==> src/sac_pkg.sv <==
package sac_pkg;

  localparam int unsigned CLK_PERIOD_NS = 8;
  localparam int unsigned RC_PERIOD_NS = 4000;
  localparam int unsigned RC_HALF_CYC = (RC_PERIOD_NS / 2) / CLK_PERIOD_NS;
  localparam int unsigned INST_CYC = 4;
  localparam logic [4:0] HC_DONE = 5'h12;
  localparam logic [2:0] HOLD_HALVES = 3'h4;
  localparam logic [7:0] SAR_MSB = 8'h80;

  localparam logic [7:0] IDX_PORT_A = 8'h05;
  localparam logic [7:0] IDX_PORT_E = 8'h09;
  localparam logic [7:0] IDX_INTCTL = 8'h0B;
  localparam logic [7:0] IDX_INTCTL_HI = 8'h8B;
  localparam logic [7:0] IDX_PFLAG1 = 8'h0C;
  localparam logic [7:0] IDX_PFLAG2 = 8'h0D;
  localparam logic [7:0] IDX_RESULT = 8'h1E;
  localparam logic [7:0] IDX_CTRL = 8'h1F;
  localparam logic [7:0] IDX_DIR_A = 8'h85;
  localparam logic [7:0] IDX_DIR_E = 8'h89;
  localparam logic [7:0] IDX_PEN1 = 8'h8C;
  localparam logic [7:0] IDX_PEN2 = 8'h8D;
  localparam logic [7:0] IDX_PINCFG = 8'h9F;

  localparam int unsigned CTRL_ON = 0;
  localparam int unsigned CTRL_GO = 2;
  localparam int unsigned CTRL_CH_LO = 3;
  localparam int unsigned CTRL_CS_LO = 6;
  localparam int unsigned DONE_BIT = 6;

  localparam logic [7:0] CTRL_RST = 8'h00;
  localparam logic [2:0] PINCFG_RST = 3'h0;
  localparam logic [5:0] DIR_A_RST = 6'h3F;
  localparam logic [7:0] DIR_E_RST = 8'h07;
  localparam logic [7:0] RESULT_POR = 8'h00;

  localparam logic [1:0] CS_DIV2 = 2'h0;
  localparam logic [1:0] CS_DIV8 = 2'h1;
  localparam logic [1:0] CS_DIV32 = 2'h2;
  localparam logic [1:0] CS_RC = 2'h3;
  localparam logic [3:0] CMP_MODE_TRIG = 4'hB;

  typedef enum logic [2:0] {ST_OFF, ST_ACQ, ST_DELAY, ST_CONV, ST_HOLD} sac_state_t;

  typedef struct packed {
    logic powered;
    logic sample;
    logic [2:0] channel;
    logic [7:0] trial;
  } sac_afe_t;

endpackage

==> src/sac_ctrl.sv <==
`timescale 1ns/10ps
module sac_ctrl
  import sac_pkg::*;
(
  input wire logic core_clk,
  input wire logic reset_n,
  input wire logic por_event,
  input wire logic wb_cyc_i,
  input wire logic wb_stb_i,
  input wire logic wb_we_i,
  input wire logic [9:0] wb_adr_i,
  input wire logic [3:0] wb_sel_i,
  input wire logic [31:0] wb_dat_i,
  output logic [31:0] wb_dat_o,
  output logic wb_ack_o,
  input wire logic [5:0] port_a_in,
  output logic [5:0] port_a_out,
  output logic [5:0] port_a_oe,
  input wire logic [2:0] port_e_in,
  output logic [2:0] port_e_out,
  output logic [2:0] port_e_oe,
  output logic vref_from_pin,
  input wire logic sleep_active,
  input wire logic cmp_above,
  input wire logic [3:0] ccp_mode,
  input wire logic ccp_event,
  output sac_pkg::sac_afe_t afe,
  output logic timer_clear,
  output logic wake_req
);
  import sac_pkg::*;

  logic ack_q;
  logic [7:0] dat_q;
  logic [1:0] cs_q;
  logic [2:0] ch_q;
  logic go_q;
  logic on_q;
  logic [2:0] pcfg_q;
  logic [5:0] dir_a_q;
  logic [2:0] dir_e_q;
  logic [7:4] dir_e_hi_q;
  logic [5:0] lat_a_q;
  logic [2:0] lat_e_q;
  logic [7:0] intctl_q;
  logic [7:0] pflag1_q;
  logic [7:0] pen1_q;
  logic pflag2_q;
  logic pen2_q;
  logic [7:0] result_q;
  logic [7:0] trial_q;
  logic [4:0] hc_q;
  logic [2:0] hold_q;
  logic [8:0] div_q;
  logic [2:0] dly_q;
  logic down_q;
  logic sleep_q;
  logic timer_clear_q;
  logic wake_q;
  sac_state_t state_q;

  logic bus_go;
  logic wr;
  logic [7:0] idx;
  logic [7:0] wd;
  logic [7:0] rd;
  logic [7:0] analog;
  logic [8:0] div_lim;
  logic half;
  logic div_clr;
  logic [5:0] mask_a;
  logic trig;
  logic sw_start;
  logic sw_stop;
  logic conv_end;
  logic sleep_abort;
  logic running;
  logic [2:0] bit_idx;

  assign bus_go = wb_cyc_i && wb_stb_i && !ack_q;
  assign wr = bus_go && wb_we_i && wb_sel_i[0];
  assign idx = wb_adr_i[9:2];
  assign wd = wb_dat_i[7:0];
  assign running = (state_q == ST_CONV) || (state_q == ST_DELAY);

  // Analogue pin map, bit order RA0 RA1 RA2 RA3 RA5 RE0 RE1 RE2.
  always_comb begin
    case (pcfg_q)
      3'h0, 3'h1: analog = 8'hFF;
      3'h2, 3'h3: analog = 8'h1F;
      3'h4, 3'h5: analog = 8'h0B;
      default: analog = 8'h00;
    endcase
    // A pin that carries the reference is not an analogue input, so it reads as a digital pin.
    if (pcfg_q[0]) begin
      analog[3] = 1'b0;
    end
  end

  assign vref_from_pin = pcfg_q[0] && (pcfg_q[2:1] != 2'h3);

  // Half bit period divider; the RC period is modelled from the core clock.
  always_comb begin
    case (cs_q)
      CS_DIV2: div_lim = 9'h001;
      CS_DIV8: div_lim = 9'h004;
      CS_DIV32: div_lim = 9'h010;
      default: div_lim = 9'(RC_HALF_CYC);
    endcase
  end

  // Greater-or-equal lets a clock select change mid-count end the period at once rather than wrap.
  assign half = (div_q >= div_lim - 9'h001);
  // An abort restarts the count, so the hold that follows lasts two whole bit periods.
  assign div_clr = !(state_q == ST_CONV || state_q == ST_HOLD) || half || (running && sw_stop);

  always_ff @(posedge core_clk) begin
    if (!reset_n || div_clr) begin
      div_q <= 9'h000;
    end else begin
      div_q <= div_q + 9'h001;
    end
  end

  assign trig = ccp_event && (ccp_mode == CMP_MODE_TRIG);
  // The old on bit gates the start, so a write that turns on and starts at once is ignored.
  assign sw_start = wr && (idx == IDX_CTRL) && wd[CTRL_GO] && on_q;
  assign sw_stop = wr && (idx == IDX_CTRL) && !wd[CTRL_GO];
  assign conv_end = (state_q == ST_CONV) && half && (hc_q == HC_DONE);
  assign sleep_abort = sleep_active && !sleep_q && (cs_q != CS_RC) && on_q;
  assign bit_idx = 3'h7 - hc_q[3:1];

  always_ff @(posedge core_clk) begin
    if (!reset_n) begin
      sleep_q <= 1'b0;
      timer_clear_q <= 1'b0;
    end else begin
      sleep_q <= sleep_active;
      timer_clear_q <= trig;
    end
  end

  // Start and abort sequencing.
  always_ff @(posedge core_clk) begin
    if (!reset_n) begin
      state_q <= ST_OFF;
      go_q <= 1'b0;
      down_q <= 1'b0;
      hc_q <= 5'h00;
      hold_q <= 3'h0;
      dly_q <= 3'h0;
      trial_q <= 8'h00;
    end else begin
      // Power-down lasts until the core leaves sleep; the on bit stays as software wrote it.
      if (!sleep_active) begin
        down_q <= 1'b0;
      end
      case (state_q)
        ST_OFF: begin
          go_q <= 1'b0;
          if (on_q && !down_q) begin
            state_q <= ST_ACQ;
          end
        end
        ST_ACQ: begin
          if (sw_start || (trig && on_q)) begin
            go_q <= 1'b1;
            trial_q <= SAR_MSB;
            hc_q <= 5'h00;
            dly_q <= 3'h0;
            state_q <= (cs_q == CS_RC) ? ST_DELAY : ST_CONV;
          end
        end
        ST_DELAY: begin
          dly_q <= dly_q + 3'h1;
          if (dly_q == 3'(INST_CYC - 1)) begin
            state_q <= ST_CONV;
          end
        end
        ST_CONV: begin
          if (half) begin
            hc_q <= hc_q + 5'h01;
            if (hc_q[0] && hc_q < 5'h10) begin
              trial_q[bit_idx] <= cmp_above;
              if (bit_idx != 3'h0) begin
                trial_q[bit_idx - 3'h1] <= 1'b1;
              end
            end
          end
          if (conv_end) begin
            go_q <= 1'b0;
            hold_q <= 3'h0;
            state_q <= ST_HOLD;
            if (sleep_active && !pen1_q[DONE_BIT]) begin
              down_q <= 1'b1;
            end
          end
        end
        // Four half periods make the two bit periods that must pass before sampling again.
        ST_HOLD: begin
          if (half) begin
            hold_q <= hold_q + 3'h1;
            if (hold_q == HOLD_HALVES - 3'h1) begin
              state_q <= ST_ACQ;
            end
          end
        end
        default: state_q <= ST_OFF;
      endcase
      if (running && sw_stop && !conv_end) begin
        go_q <= 1'b0;
        hold_q <= 3'h0;
        state_q <= ST_HOLD;
      end
      if (sleep_abort) begin
        go_q <= 1'b0;
        down_q <= 1'b1;
        state_q <= ST_OFF;
      end
      if (!on_q || down_q) begin
        go_q <= 1'b0;
        state_q <= ST_OFF;
      end
    end
  end

  // Done flag and wake request; a hardware set beats a software clear.
  always_ff @(posedge core_clk) begin
    if (!reset_n) begin
      pflag1_q <= 8'h00;
      wake_q <= 1'b0;
    end else begin
      if (wr && idx == IDX_PFLAG1) begin
        pflag1_q <= wd;
      end
      if (conv_end) begin
        pflag1_q[DONE_BIT] <= 1'b1;
      end
      wake_q <= conv_end && sleep_active && pen1_q[DONE_BIT];
    end
  end

  // Result survives ordinary resets; only power-on or brown-out clears it.
  always_ff @(posedge core_clk) begin
    if (!reset_n) begin
      if (por_event) begin
        result_q <= RESULT_POR;
      end
    end else if (conv_end) begin
      // The last decision already sits in the trial register when the count ends.
      result_q <= trial_q;
    end else if (wr && idx == IDX_RESULT) begin
      result_q <= wd;
    end
  end

  // Software controls.
  always_ff @(posedge core_clk) begin
    if (!reset_n) begin
      cs_q <= CTRL_RST[7:6];
      ch_q <= CTRL_RST[5:3];
      on_q <= CTRL_RST[0];
      pcfg_q <= PINCFG_RST;
      dir_a_q <= DIR_A_RST;
      dir_e_q <= DIR_E_RST[2:0];
      dir_e_hi_q <= DIR_E_RST[7:4];
      lat_a_q <= 6'h00;
      lat_e_q <= 3'h0;
      intctl_q <= 8'h00;
      pen1_q <= 8'h00;
      pflag2_q <= 1'b0;
      pen2_q <= 1'b0;
    end else if (wr) begin
      case (idx)
        IDX_CTRL: begin
          cs_q <= wd[CTRL_CS_LO +: 2];
          ch_q <= wd[CTRL_CH_LO +: 3];
          on_q <= wd[CTRL_ON];
        end
        IDX_PINCFG: pcfg_q <= wd[2:0];
        IDX_DIR_A: dir_a_q <= wd[5:0];
        IDX_DIR_E: begin
          dir_e_q <= wd[2:0];
          dir_e_hi_q <= wd[7:4];
        end
        IDX_PORT_A: lat_a_q <= wd[5:0];
        IDX_PORT_E: lat_e_q <= wd[2:0];
        IDX_INTCTL, IDX_INTCTL_HI: intctl_q <= wd;
        IDX_PEN1: pen1_q <= wd;
        IDX_PFLAG2: pflag2_q <= wd[0];
        IDX_PEN2: pen2_q <= wd[0];
        default: begin
        end
      endcase
    end
  end

  // RA4 has no analogue function, so its mask bit is always clear.
  assign mask_a = {analog[4], 1'b0, analog[3:0]};

  // Read mux; digital reads of analogue pins return zero.
  always_comb begin
    case (idx)
      IDX_PORT_A: rd = {2'h0, port_a_in & ~mask_a};
      IDX_PORT_E: rd = {5'h00, port_e_in & ~analog[7:5]};
      IDX_INTCTL, IDX_INTCTL_HI: rd = intctl_q;
      IDX_PFLAG1: rd = pflag1_q;
      IDX_PFLAG2: rd = {7'h00, pflag2_q};
      IDX_RESULT: rd = result_q;
      IDX_CTRL: rd = {cs_q, ch_q, go_q, 1'b0, on_q};
      IDX_DIR_A: rd = {2'h0, dir_a_q};
      IDX_DIR_E: rd = {dir_e_hi_q, 1'b0, dir_e_q};
      IDX_PEN1: rd = pen1_q;
      IDX_PEN2: rd = {7'h00, pen2_q};
      IDX_PINCFG: rd = {5'h00, pcfg_q};
      default: rd = 8'h00;
    endcase
  end

  always_ff @(posedge core_clk) begin
    if (!reset_n) begin
      ack_q <= 1'b0;
      dat_q <= 8'h00;
    end else begin
      ack_q <= bus_go;
      if (bus_go) begin
        dat_q <= rd;
      end
    end
  end

  assign wb_ack_o = ack_q;
  assign wb_dat_o = {24'h000000, dat_q};
  assign port_a_out = lat_a_q;
  assign port_a_oe = ~dir_a_q;
  assign port_e_out = lat_e_q;
  assign port_e_oe = ~dir_e_q;
  assign timer_clear = timer_clear_q;
  assign wake_req = wake_q;
  // The channel goes to the front end regardless of direction bits.
  assign afe.channel = ch_q;
  assign afe.powered = on_q && !down_q;
  assign afe.sample = (state_q == ST_ACQ);
  assign afe.trial = trial_q;

endmodule

==> config.mk <==
export PLATFORM = sky130hd
export DESIGN_NAME = sac_ctrl
export DESIGN_NICKNAME = d
export VERILOG_FILES = /design/src/sac_pkg.sv /design/src/sac_ctrl.sv
export SDC_FILE = /design/constraint.sdc
export NUM_CORES = 1
export LEC_CHECK = 0
export ABC_AREA = 1
export BUFFER_PORTS_ARGS = -buffer_cell sky130_fd_sc_hd__buf_4
export CORE_MARGIN = 1
export CORE_UTILIZATION = 42
export CTS_BUF_LIST = sky130_fd_sc_hd__clkbuf_2
export DETAILED_ROUTE_END_ITERATION = 7
export GPL_TIMING_DRIVEN = 0
export HOLD_SLACK_MARGIN = 0.12
export PLACE_DENSITY = 0.62
export SLEW_MARGIN = 20
export SYNTH_ARGS = -nofsm -noshare
export SYNTH_HDL_FRONTEND = slang
export SYNTH_SLANG_ARGS = --single-unit
==> constraint.sdc <==
create_clock -name core_clk -period 3.7 [get_ports core_clk]
set_input_delay 0.185 -clock core_clk [delete_from_list [all_inputs] [get_ports core_clk]]
set_output_delay 0.185 -clock core_clk [all_outputs]
set_load 0.05 [all_outputs]
==> impl_metrics.tcl, run 1 <==
set metrics [dict create \
    status "finished clean" \
    setup_repair_after_global_routing_missed_its_margin "no" \
    share_of_the_synthesized_area_in_compound_gates_ao_oa_aoi_oai_pct 15.7 \
    timing.critical_path.fanout_max 6 \
    antenna_left 0 \
    clock-root-buffer "sky130_fd_sc_hd__clkbuf_2" \
    switching_share_pct 30.0 \
    cp_slowest_cell "sky130_fd_sc_hd__dlygate4sd3_1" \
    gp_congestion 0.905 \
    commonest_non_fill_non_tap_cells_in_the_layout "sky130_fd_sc_hd__nand2_1 (169), sky130_fd_sc_hd__nor2_1 (111), sky130_fd_sc_hd__buf_4 (102), sky130_fd_sc_hd__dfxtp_1 (102), sky130_fd_sc_hd__inv_1 (80)" \
    yosys.area_share.adder_pct 4.88 \
    multi_input_gate_area_in_the_final_layout_um2 3070 \
    cts.hold.buffers_added 46 \
    syn2layout_area_growth_pct 24.7 \
    peak_vdd_ir_v 0.000222 \
    main_combinational_cell_family_by_area_after_synthesis "simple AND/OR/NAND/NOR gates" \
    remaining_drc_errors 0 \
    net-switching-power_mw 0.603 \
    ys_dominant_reg_cell "sky130_fd_sc_hd__dfxtp_1" \
    worst_path_clk_slew_ns 0.32 \
    pwr_per_cell_area_nw_per_um2 274 \
    synth_mux_area_share_pct 0.680 \
    most_common_library_cell_in_the_layout_ignoring_fill_and_taps "sky130_fd_sc_hd__nand2_1" \
    core_region_area_um2 13500 \
    yosys_warnings 0 \
    hp-class "input pin to register" \
    number_of_global_route_vias_before_repair 5053 \
    cp_num_buf_inv 3 \
    place.detailed.hpwl_mm 12.0 \
    insertedDiodeCount 0 \
    post_synthesis_cell_type_count 49 \
    final_critical_path_setup_slack_ns 0.541 \
    ctsResizeCount 0 \
    row_count 42 \
    drt_iter0_markers 499 \
    synth_edf_count 8 \
    pre_cts_slack_ns 0.575 \
    asyncSetResetFlopFracSynth_pct 0 \
    worst-setup-path-type "register to register" \
    clock_insertion_delay_worst_skew_ns 0.68 \
    drv_slew 0 \
    post_synth_inst_count 826 \
    timing.critical_path.cells "nand3b_4, dlygate4sd3_1, nor2_4, dlygate4sd3_1, nand2_2, dlygate4sd3_1, o21ai_0, nor2_1" \
    h_tree_depth 3 \
    num_io_pins 135 \
    maxCapViolCount 0 \
    yosysSeqAreaShare_pct 38.7 \
    grt_first_pass_wirelength_mm 26.1 \
    fraction_of_synthesized_cell_area_in_xor_and_xnor_cells_pct 1.19 \
    fmax_ghz 0.317 \
    yosys_register_bits 110 \
    grt_max_degree 21 \
    finalCoreUtilization_pct 54.6 \
    power_frac_clock_pct 28.1 \
    timing.final.crit_period_ns 3.16 \
    cellLeakagePower_nw 3.42 \
    final.period_utilization_pct 85.4 \
    crit_path_max_incr_delay_ns 0.80 \
    worst-endpoint-arrival_ns 3.78 \
    setup.worst_path.start_class "register" \
    viasPerCell 4.92 \
    grt_usage_pct 23.5 \
    synthesis.area_per_instance_um2 7.13 \
    clockBufferDepth 2 \
    final_layout_size_suffix_gt1_share_pct 17.2 \
    final_hold_viol_count 0 \
    sequential_cell_area_um2 2280 \
    fin_setup_tns_ns 0 \
    port_buffers 77 \
    fin_worst_skew_ns 0.0338 \
    p_comb_share_pct 11.4 \
    fin_nets 1074 \
    path_delay_family "buffers and inverters" \
    setup_viol 0 \
    tritoncts "yes" \
    type_of_destination_of_the_critical_path "register" \
    antenna_found_initial 0 \
    post_cts_buffers 0 \
    seq_power_share_pct 60.5 \
    crit_top_cell "sky130_fd_sc_hd__dlygate4sd3_1" \
    detailroute.via_count 5726 \
    synth_area_um2 5890 \
    crit_required_ns 4.32 \
    n_fill_cell 1411 \
    tightestPinTransition_ns 0.715 \
    grt_remaining_overflow 0 \
    drt_pass1_iterations 5 \
    relSlewSlack_pct 52.3 \
    fp.dieArea_um2 14500 \
    wirelength_mm 16.5 \
    cts_inserted_buffers 9 \
    initial_core_utilization_pct 43.8 \
    cellInternalPower_mw 1.41 \
    die_width_um 120 \
    die-height_um 120 \
    cts.sinks 110 \
    synth_simple_gate_area_share_pct 28.1 \
    routed_wire_length_per_instance_um 14.2 \
]
## final cells by class
cell class	instances	area share [%]
multi-input cells	600	41.8
flip-flops and latches	110	31.1
repair buffers	123	14.1
inverters	93	4.75
plain buffers	46	3.75
well taps	176	3.00
clock inverters	7	0.852
clock buffers	9	0.613
## final timing paths
path                                        startpoint                       end  slack (ns)  cells after the start
worst max-delay path               wb_ack_o$_SDFF_PN0_  pflag1_q[3]$_SDFFE_PN0P_        0.54                      8
worst min-delay path                       wb_dat_i[0]   dir_a_q[0]$_SDFFE_PN1P_        0.30                      4
worst max register to register     wb_ack_o$_SDFF_PN0_  pflag1_q[3]$_SDFFE_PN0P_        0.54                      8
worst min register to register  pen1_q[7]$_SDFFE_PN0P_    pen1_q[7]$_SDFFE_PN0P_        0.48                      2
## cells by family after synthesis
group	after synthesis
and+or+nand+nor	369
AOI/OAI and AO/OA	172
buffers and inverters	139
DFF	110
adders and majority gates	23
xor gates and xnor gates	8
muxes	4
other	1
## tightest hold or removal path: stages
cell and delay [ns]:
sky130_fd_sc_hd__dlygate4sd3_1 0.52, sky130_fd_sc_hd__buf_4 0.12, sky130_fd_sc_hd__nand2_1 0.05, sky130_fd_sc_hd__o211ai_1 0.06
## Yosys cell counts (12+ instances only)
library cell / count / area, um2
sky130_fd_sc_hd__inv_1: 80 / 300
sky130_fd_sc_hd__dfxtp_1: 102 / 2040
sky130_fd_sc_hd__inv_2: 12 / 45.0
sky130_fd_sc_hd__clkbuf_1: 13 / 48.8
sky130_fd_sc_hd__o21ai_0: 78 / 390
sky130_fd_sc_hd__nand2_1: 169 / 634
sky130_fd_sc_hd__nor2_1: 111 / 417
sky130_fd_sc_hd__nand3_1: 39 / 195
sky130_fd_sc_hd__ha_1: 23 / 288
sky130_fd_sc_hd__a21oi_1: 69 / 345
sky130_fd_sc_hd__buf_4: 25 / 188
## sequential cells by signal (all words and copies together), names as in the netlist, 4 cells and up
register,flops
div_q,9
dat_q,8
intctl_q,8
pen1_q,8
pflag1_q,8
result_q,8
trial_q,8
dir_a_q,6
port_a_out,6
hc_q,5
dir_e_hi_q,4
## per-stage QoR
step | total power [mW] | cell area, um2 | hold WS, ns | cells
after floorplan | 1.36 | 5980 | 0.301 | 849
after global placement | 1.43 | 6780 | 0.429 | 1102
after detailed placement | 1.43 | 6780 | 0.440 | 1102
after CTS | 2.03 | 7340 | 0.245 | 1164
after global routing | 2.09 | 7340 | 0.265 | 1164
final | 2.01 | 7340 | 0.300 | 1164
## routing by layer
layer	vias to the layer above	global-route usage, %	wire length [um]
met3	14	4.20	1190
met2	207	35.7	7090
met1	2558	34.0	8080
met4	0	6.48	183
li1	2947	-	-
met5	-	0	0
## power by group through the flow
stage | logic (mW) | registers (mW) | clock network, mW
after floorplan | 0.127 | 1.24 | 0
after global placement | 0.195 | 1.24 | 0
after global routing | 0.245 | 1.22 | 0.628
after detailed placement | 0.195 | 1.24 | 0
final | 0.229 | 1.22 | 0.565
after CTS | 0.227 | 1.22 | 0.584
Note: power is estimated with default switching activity, not from simulation.
==> run 2: changes to the inputs <==
ABC_AREA = unset   (was 1)
PLACE_DENSITY = 0.61   (was 0.62)
==> impl_metrics.tcl, run 2 <==
set metrics [dict create \
    num_io_pins 135 \
    gp_congestion 0.918 \
    timing.final.crit_period_ns 3.38 \
    reg2reg_setup_slack_ns 0.32 \
    die_width_um 123 \
    cts_inserted_buffers 9 \
    grt_first_pass_wirelength_mm 29.1 \
    synth_largest_type_area_fraction_pct 33.1 \
    relSlewSlack_pct 46.5 \
    status "finished clean" \
    power_frac_clock_pct 31.5 \
    p_comb_share_pct 12.1 \
    seq_power_share_pct 56.4 \
    hold_end "pen1_q[2]$_SDFFE_PN0P_" \
    asyncSetResetFlopFracSynth_pct 0 \
    fin_worst_skew_ns 0.0462 \
    viasPerCell 5.58 \
    r2r-end "result_q[6]$_SDFFCE_PN0P_" \
    most_common_library_cell_in_the_layout_ignoring_fill_and_taps "sky130_fd_sc_hd__nand2_1" \
    yosysSeqAreaShare_pct 37.0 \
    hp-class "input pin to register" \
    synth_area_um2 6170 \
    die-height_um 123 \
    antenna_found_initial 0 \
    post_synth_inst_count 747 \
    clock-root-buffer "sky130_fd_sc_hd__clkbuf_2" \
    cp_slowest_cell "sky130_fd_sc_hd__dfxtp_1" \
    core_region_area_um2 14100 \
    synth_top_cells_by_area "sky130_fd_sc_hd__dfxtp_1 (33%), sky130_fd_sc_hd__mux2i_1 (7.9%), sky130_fd_sc_hd__nand2_1 (6.3%), sky130_fd_sc_hd__ha_1 (4.7%), sky130_fd_sc_hd__nor2_1 (4.4%)" \
    cellInternalPower_mw 1.54 \
    worst_path_clk_slew_ns 0.33 \
    fin_nets 982 \
    drt_iter0_markers 546 \
    final_layout_size_suffix_gt1_share_pct 17.7 \
    ys_dominant_reg_cell "sky130_fd_sc_hd__dfxtp_1" \
    detailroute.via_count 6007 \
    timing.critical_path.cells "inv_1, ha_1, inv_1, nand3_1, ha_1, nand2_1, or3_1, buf_2, a21oi_4, nand2_2, buf_2, a21oi_4" \
    cts.sinks 110 \
    grt_max_degree 20 \
    peak_vdd_ir_v 0.000173 \
    crit_path_max_incr_delay_ns 0.54 \
    post-synth-top-count-cell "sky130_fd_sc_hd__nand2_1" \
    ys_top_cells_by_count "sky130_fd_sc_hd__nand2_1 (103), sky130_fd_sc_hd__dfxtp_1 (102), sky130_fd_sc_hd__nor2_1 (72)" \
    number_of_global_route_vias_before_repair 5656 \
    worst-setup-path-type "register to register" \
    commonest_non_fill_non_tap_cells_in_the_layout "sky130_fd_sc_hd__nand2_1 (103), sky130_fd_sc_hd__buf_4 (102), sky130_fd_sc_hd__dfxtp_1 (102)" \
    yosys_register_bits 110 \
    place.detailed.hpwl_mm 13.8 \
    setup_repair_after_global_routing_missed_its_margin "no" \
    worst-endpoint-arrival_ns 3.80 \
    clockBufferDepth 2 \
    initial_core_utilization_pct 43.8 \
    holdCritStartpoint "wb_dat_i[2]" \
    drt_pass1_iterations 6 \
    holdPathStages 4 \
    timing.critical_path.fanout_max 10 \
    remaining_drc_errors 0 \
    wirelength_mm 18.9 \
    final_critical_path_setup_slack_ns 0.320 \
    fp.dieArea_um2 15200 \
    type_of_destination_of_the_critical_path "register" \
    net-switching-power_mw 0.615 \
    final.period_utilization_pct 91.3 \
    number_of_flip_flops_under_the_largest_register_name 9 \
    netlist.top_cell.by_area "sky130_fd_sc_hd__dfxtp_1" \
    synth_edf_count 8 \
    antenna_left 0 \
    regMostFlops "div_q" \
    synthesis.area_per_instance_um2 8.26 \
    port_buffers 77 \
    maxCapViolCount 0 \
    clock_insertion_delay_worst_skew_ns 0.69 \
    yosys_warnings 0 \
    crit_required_ns 4.12 \
    syn2layout_area_growth_pct 22.4 \
    tightestPinTransition_ns 0.802 \
    fmax_ghz 0.296 \
    switching_share_pct 28.5 \
    pwr_per_cell_area_nw_per_um2 285 \
    drv_slew 0 \
    cellLeakagePower_nw 3.19 \
    post_synthesis_cell_type_count 77 \
    post_cts_buffers 0 \
    power.total_mw 2.15 \
    grt_usage_pct 25.5 \
    pre_cts_slack_ns -0.0720 \
    setup_viol 0 \
    insertedDiodeCount 0 \
    routed_wire_length_per_instance_um 17.5 \
    h_tree_depth 3 \
    setup.worst_path.start_class "register" \
    grt_remaining_overflow 0 \
    final_hold_viol_count 0 \
    tritoncts "yes" \
    row_count 43 \
    ff2ff_path_depth 12 \
    finalCoreUtilization_pct 53.6 \
    r2r-start "cs_q[0]$_SDFFE_PN0P_" \
]
run 2: changes by cell type in the layout (fill, tap and decap cells not counted), moves of 25 or more:
cell and delta:
sky130_fd_sc_hd__inv_1 -53, sky130_fd_sc_hd__mux2i_1 +45, sky130_fd_sc_hd__nor2_1 -39, sky130_fd_sc_hd__o21ai_0 -66, sky130_fd_sc_hd__nand2_1 -66, sky130_fd_sc_hd__a21oi_1 -25
run 2: worst max-delay path by stage:
| stage | from | slack (ns) | endpoint |
|---|---|---|---|
| 2_1_floorplan | cs_q[0]$_SDFFE_PN0P_ | 0.64 | result_q[0]$_SDFFCE_PN0P_ |
| 3_3_place_gp | cs_q[0]$_SDFFE_PN0P_ | 0.01 | result_q[7]$_SDFFCE_PN0P_ |
| 3_5_place_dp | cs_q[0]$_SDFFE_PN0P_ | -0.07 | result_q[7]$_SDFFCE_PN0P_ |
| 4_1_cts | cs_q[0]$_SDFFE_PN0P_ | 0.10 | result_q[6]$_SDFFCE_PN0P_ |
| 5_1_grt | cs_q[0]$_SDFFE_PN0P_ | 0.1 | result_q[6]$_SDFFCE_PN0P_ |
| 6_report | cs_q[0]$_SDFFE_PN0P_ | 0.32 | result_q[6]$_SDFFCE_PN0P_ |
run 2: per-layer routing:
metal	routed length [um]	track usage, %	part of all wire (%)	vias to the layer above
li1	-	-	-	2861
met1	8370	33.7	44	2821
met2	8350	40.6	44	276
met3	1630	6.18	8.6	49
met4	522	8.51	2.8	0
met5	0	0	0	-
run 2: power by group through the flow:
stage                     logic [mW]  registers, mW  clock network [mW]
after floorplan                0.149           1.24                   0
after global placement         0.228           1.24                   0
after detailed placement       0.229           1.24                   0
after CTS                      0.254           1.22               0.695
after global routing           0.275           1.22               0.734
final                          0.260           1.22               0.679
run 2: logic make-up after synthesis:
logic type	after synthesis	synth area share [%]
buffers and inverters	101	8.15
and+or+nand+nor	311	25.0
muxes	53	8.68
adders and majority gates	23	4.66
xor gates and xnor gates	10	1.42
DFF	110	37.0
AOI/OAI and AO/OA	138	15.1
other	1	0.0608
run 2: what timing repair did:
item	in CTS	in global routing
endpoints found under the hold margin	87	0
gates resized for setup	1	1
cloned	0	0
hold buffers	33	0
setup endpoints to repair	8	8
run 2: metrics by stage:
| stage | instances | hold WS (ns) | TNS (ns) | area (um2) |
|---|---|---|---|---|
| after detailed placement | 1027 | 0.435 | -0.575 | 7070 |
| after floorplan | 770 | 0.318 | 0 | 6260 |
| after global routing | 1076 | 0.132 | 0 | 7560 |
| final | 1076 | 0.164 | 0 | 7560 |
| after global placement | 1027 | 0.438 | 0 | 7060 |
| after CTS | 1076 | 0.139 | 0 | 7550 |
run 2: final cells by class:
cell class / instances / area [um2]
plain buffers: 72 / 394
clock buffers: 9 / 45.0
clock inverters: 7 / 101
fillers: 1353 / 6540
inverters: 29 / 109
multi-input cells: 559 / 3490
flip-flops and latches: 110 / 2280
well taps: 180 / 225
repair buffers: 110 / 908
run 2: worst max-delay path, delay by kind of cell (launching register included):
| family | cells | cell delay, ns |
|---|---|---|
| buffers and inverters | 4 | 0.65 |
| and+or+nand+nor | 4 | 0.73 |
| AOI/OAI and AO/OA | 2 | 0.66 |
| DFF | 1 | 0.54 |
| adders and majority gates | 2 | 0.52 |
==> run 3: changes to the inputs <==
CORE_MARGIN = 5   (was 1)
MAX_ROUTING_LAYER = met4   (was unset)
clock period = 4.4 ns   (was 3.7 ns; I/O delays follow)
==> impl_metrics.tcl, run 3 (synthesis gave the netlist of run 2 again) <==
set metrics [dict create \
    status "finished clean" \
    core_region_area_um2 14500 \
    num_io_pins 135 \
    hp-class "input pin to register" \
    timing.critical_path.cells "inv_1, ha_1, inv_1, nand3_1, ha_1, nand2_1, or3_1, buf_2, a21oi_4, nand2_2, buf_2, a21oi_1" \
    final_hold_viol_count 0 \
    holdPathStages 5 \
    tritoncts "yes" \
    type_of_destination_of_the_critical_path "register" \
    hold_ws_ns 0.152 \
    fp.dieArea_um2 17200 \
    fin_worst_skew_ns 0.0462 \
    routed_wire_length_per_instance_um 17.7 \
    grt_first_pass_wirelength_mm 30.2 \
    peak_vdd_ir_v 0.000179 \
    timing.critical_path.fanout_max 10 \
    timing.final.crit_period_ns 3.66 \
    die_width_um 131 \
    relSlewSlack_pct 43.0 \
    setup_repair_after_global_routing_missed_its_margin "no" \
    cts_inserted_buffers 9 \
    final.period_utilization_pct 83.1 \
    power.total_mw 1.75 \
    drt_pass1_iterations 5 \
    antenna_found_initial 2 \
    commonest_non_fill_non_tap_cells_in_the_layout "sky130_fd_sc_hd__nand2_1 (103), sky130_fd_sc_hd__buf_4 (102), sky130_fd_sc_hd__dfxtp_1 (102)" \
    clock_insertion_delay_worst_skew_ns 0.66 \
    gp_congestion 0.948 \
    place.detailed.hpwl_mm 14.3 \
    antenna_left 0 \
    cp_slowest_cell "sky130_fd_sc_hd__a21oi_1" \
    drv_slew 0 \
    number_of_global_route_vias_before_repair 5528 \
    viasPerCell 5.46 \
    crit_path_max_incr_delay_ns 0.66 \
    crit_required_ns 4.72 \
    post_cts_buffers 0 \
    regMostFlops "div_q" \
    grt_max_degree 20 \
    drt_iter0_markers 462 \
    worst-setup-path-type "register to register" \
    syn2layout_area_growth_pct 20.8 \
    clockBufferDepth 2 \
    grt_usage_pct 22.1 \
    clock-root-buffer "sky130_fd_sc_hd__clkbuf_2" \
    worst_path_clk_slew_ns 0.30 \
    cts.sinks 110 \
    ff2ff_path_depth 12 \
    grt_remaining_overflow 0 \
    wirelength_mm 19.0 \
    detailroute.via_count 5860 \
    setup_viol 0 \
    fin_setup_tns_ns 0 \
    port_buffers 77 \
    row_count 44 \
    finalCoreUtilization_pct 51.5 \
    die-height_um 131 \
    remaining_drc_errors 0 \
    most_common_library_cell_in_the_layout_ignoring_fill_and_taps "sky130_fd_sc_hd__nand2_1" \
    worst-endpoint-arrival_ns 3.97 \
    setup.worst_path.start_class "register" \
    numPlacedInstances 1031 \
    maxCapViolCount 0 \
    initial_core_utilization_pct 42.6 \
    fin_nets 974 \
    final_layout_size_suffix_gt1_share_pct 17.8 \
    tightestPinTransition_ns 0.855 \
    cellLeakagePower_nw 3.15 \
    number_of_flip_flops_under_the_largest_register_name 9 \
    h_tree_depth 3 \
    pwr_per_cell_area_nw_per_um2 235 \
    fmax_ghz 0.274 \
    layout.cells.non_filler 1074 \
]
[run 3: layer usage]
metal  vias to the layer above  GRT usage, %  routed length [um]
li1                       2843             -                   -
met1                      2762          31.2                8960
met2                       233          32.3                8250
met3                        22          4.82                1490
met4                         0          5.48                 264
met5                         -             -                   0
[run 3: path summary, 6_finish.rpt]
check | from | slack, ns | end
setup / recovery | cs_q[0]$_SDFFE_PN0P_ | 0.74 | result_q[7]$_SDFFCE_PN0P_
hold / removal | port_e_in[2] | 0.15 | dat_q[2]$_SDFFE_PN0P_
setup reg to reg | cs_q[0]$_SDFFE_PN0P_ | 0.74 | result_q[7]$_SDFFCE_PN0P_
hold reg to reg | pen1_q[5]$_SDFFE_PN0P_ | 0.48 | pen1_q[5]$_SDFFE_PN0P_
[run 3: critical path: cells and delay by family, from the launching register on]
family / cells / cell delay (ns)
AO/OA/AOI/OAI: 2 / 1.00
adder cells (fa/ha/maj): 2 / 0.51
buffers and inverters: 4 / 0.63
flip-flops: 1 / 0.50
AND/OR/NAND/NOR: 4 / 0.70
[run 3: cell type report]
type	count	area [um2]
buffer	72	394
inverter	29	109
multi-input combinational	559	3480
antenna	2	5.00
clock buffer	10	50.0
sequential	110	2280
clock inverter	6	77.6
tap	184	230
timing repair buffer	102	828
fill	1394	7020
[run 3: through the flow]
step	cell area, um2	worst slack, ns
detailed placement	7070	0.772
finish	7460	0.744
CTS	7450	0.747
global route	7460	0.514
global placement	7070	0.817
floorplan	6260	1.34
[run 3: report_power, final]
group | total [mW] | switching (mW) | internal (mW)
Clock | 0.514 | 0.369 | 0.146
Combinational | 0.214 | 0.140 | 0.0738
Sequential | 1.02 | 0.00195 | 1.02
[run 3: repair_timing]
action / in CTS / in global routing
hold buffers: 25 / 0
hold endpoints to repair: 69 / 0
gates resized for setup: 0 / 0
setup endpoints to repair: 0 / 0
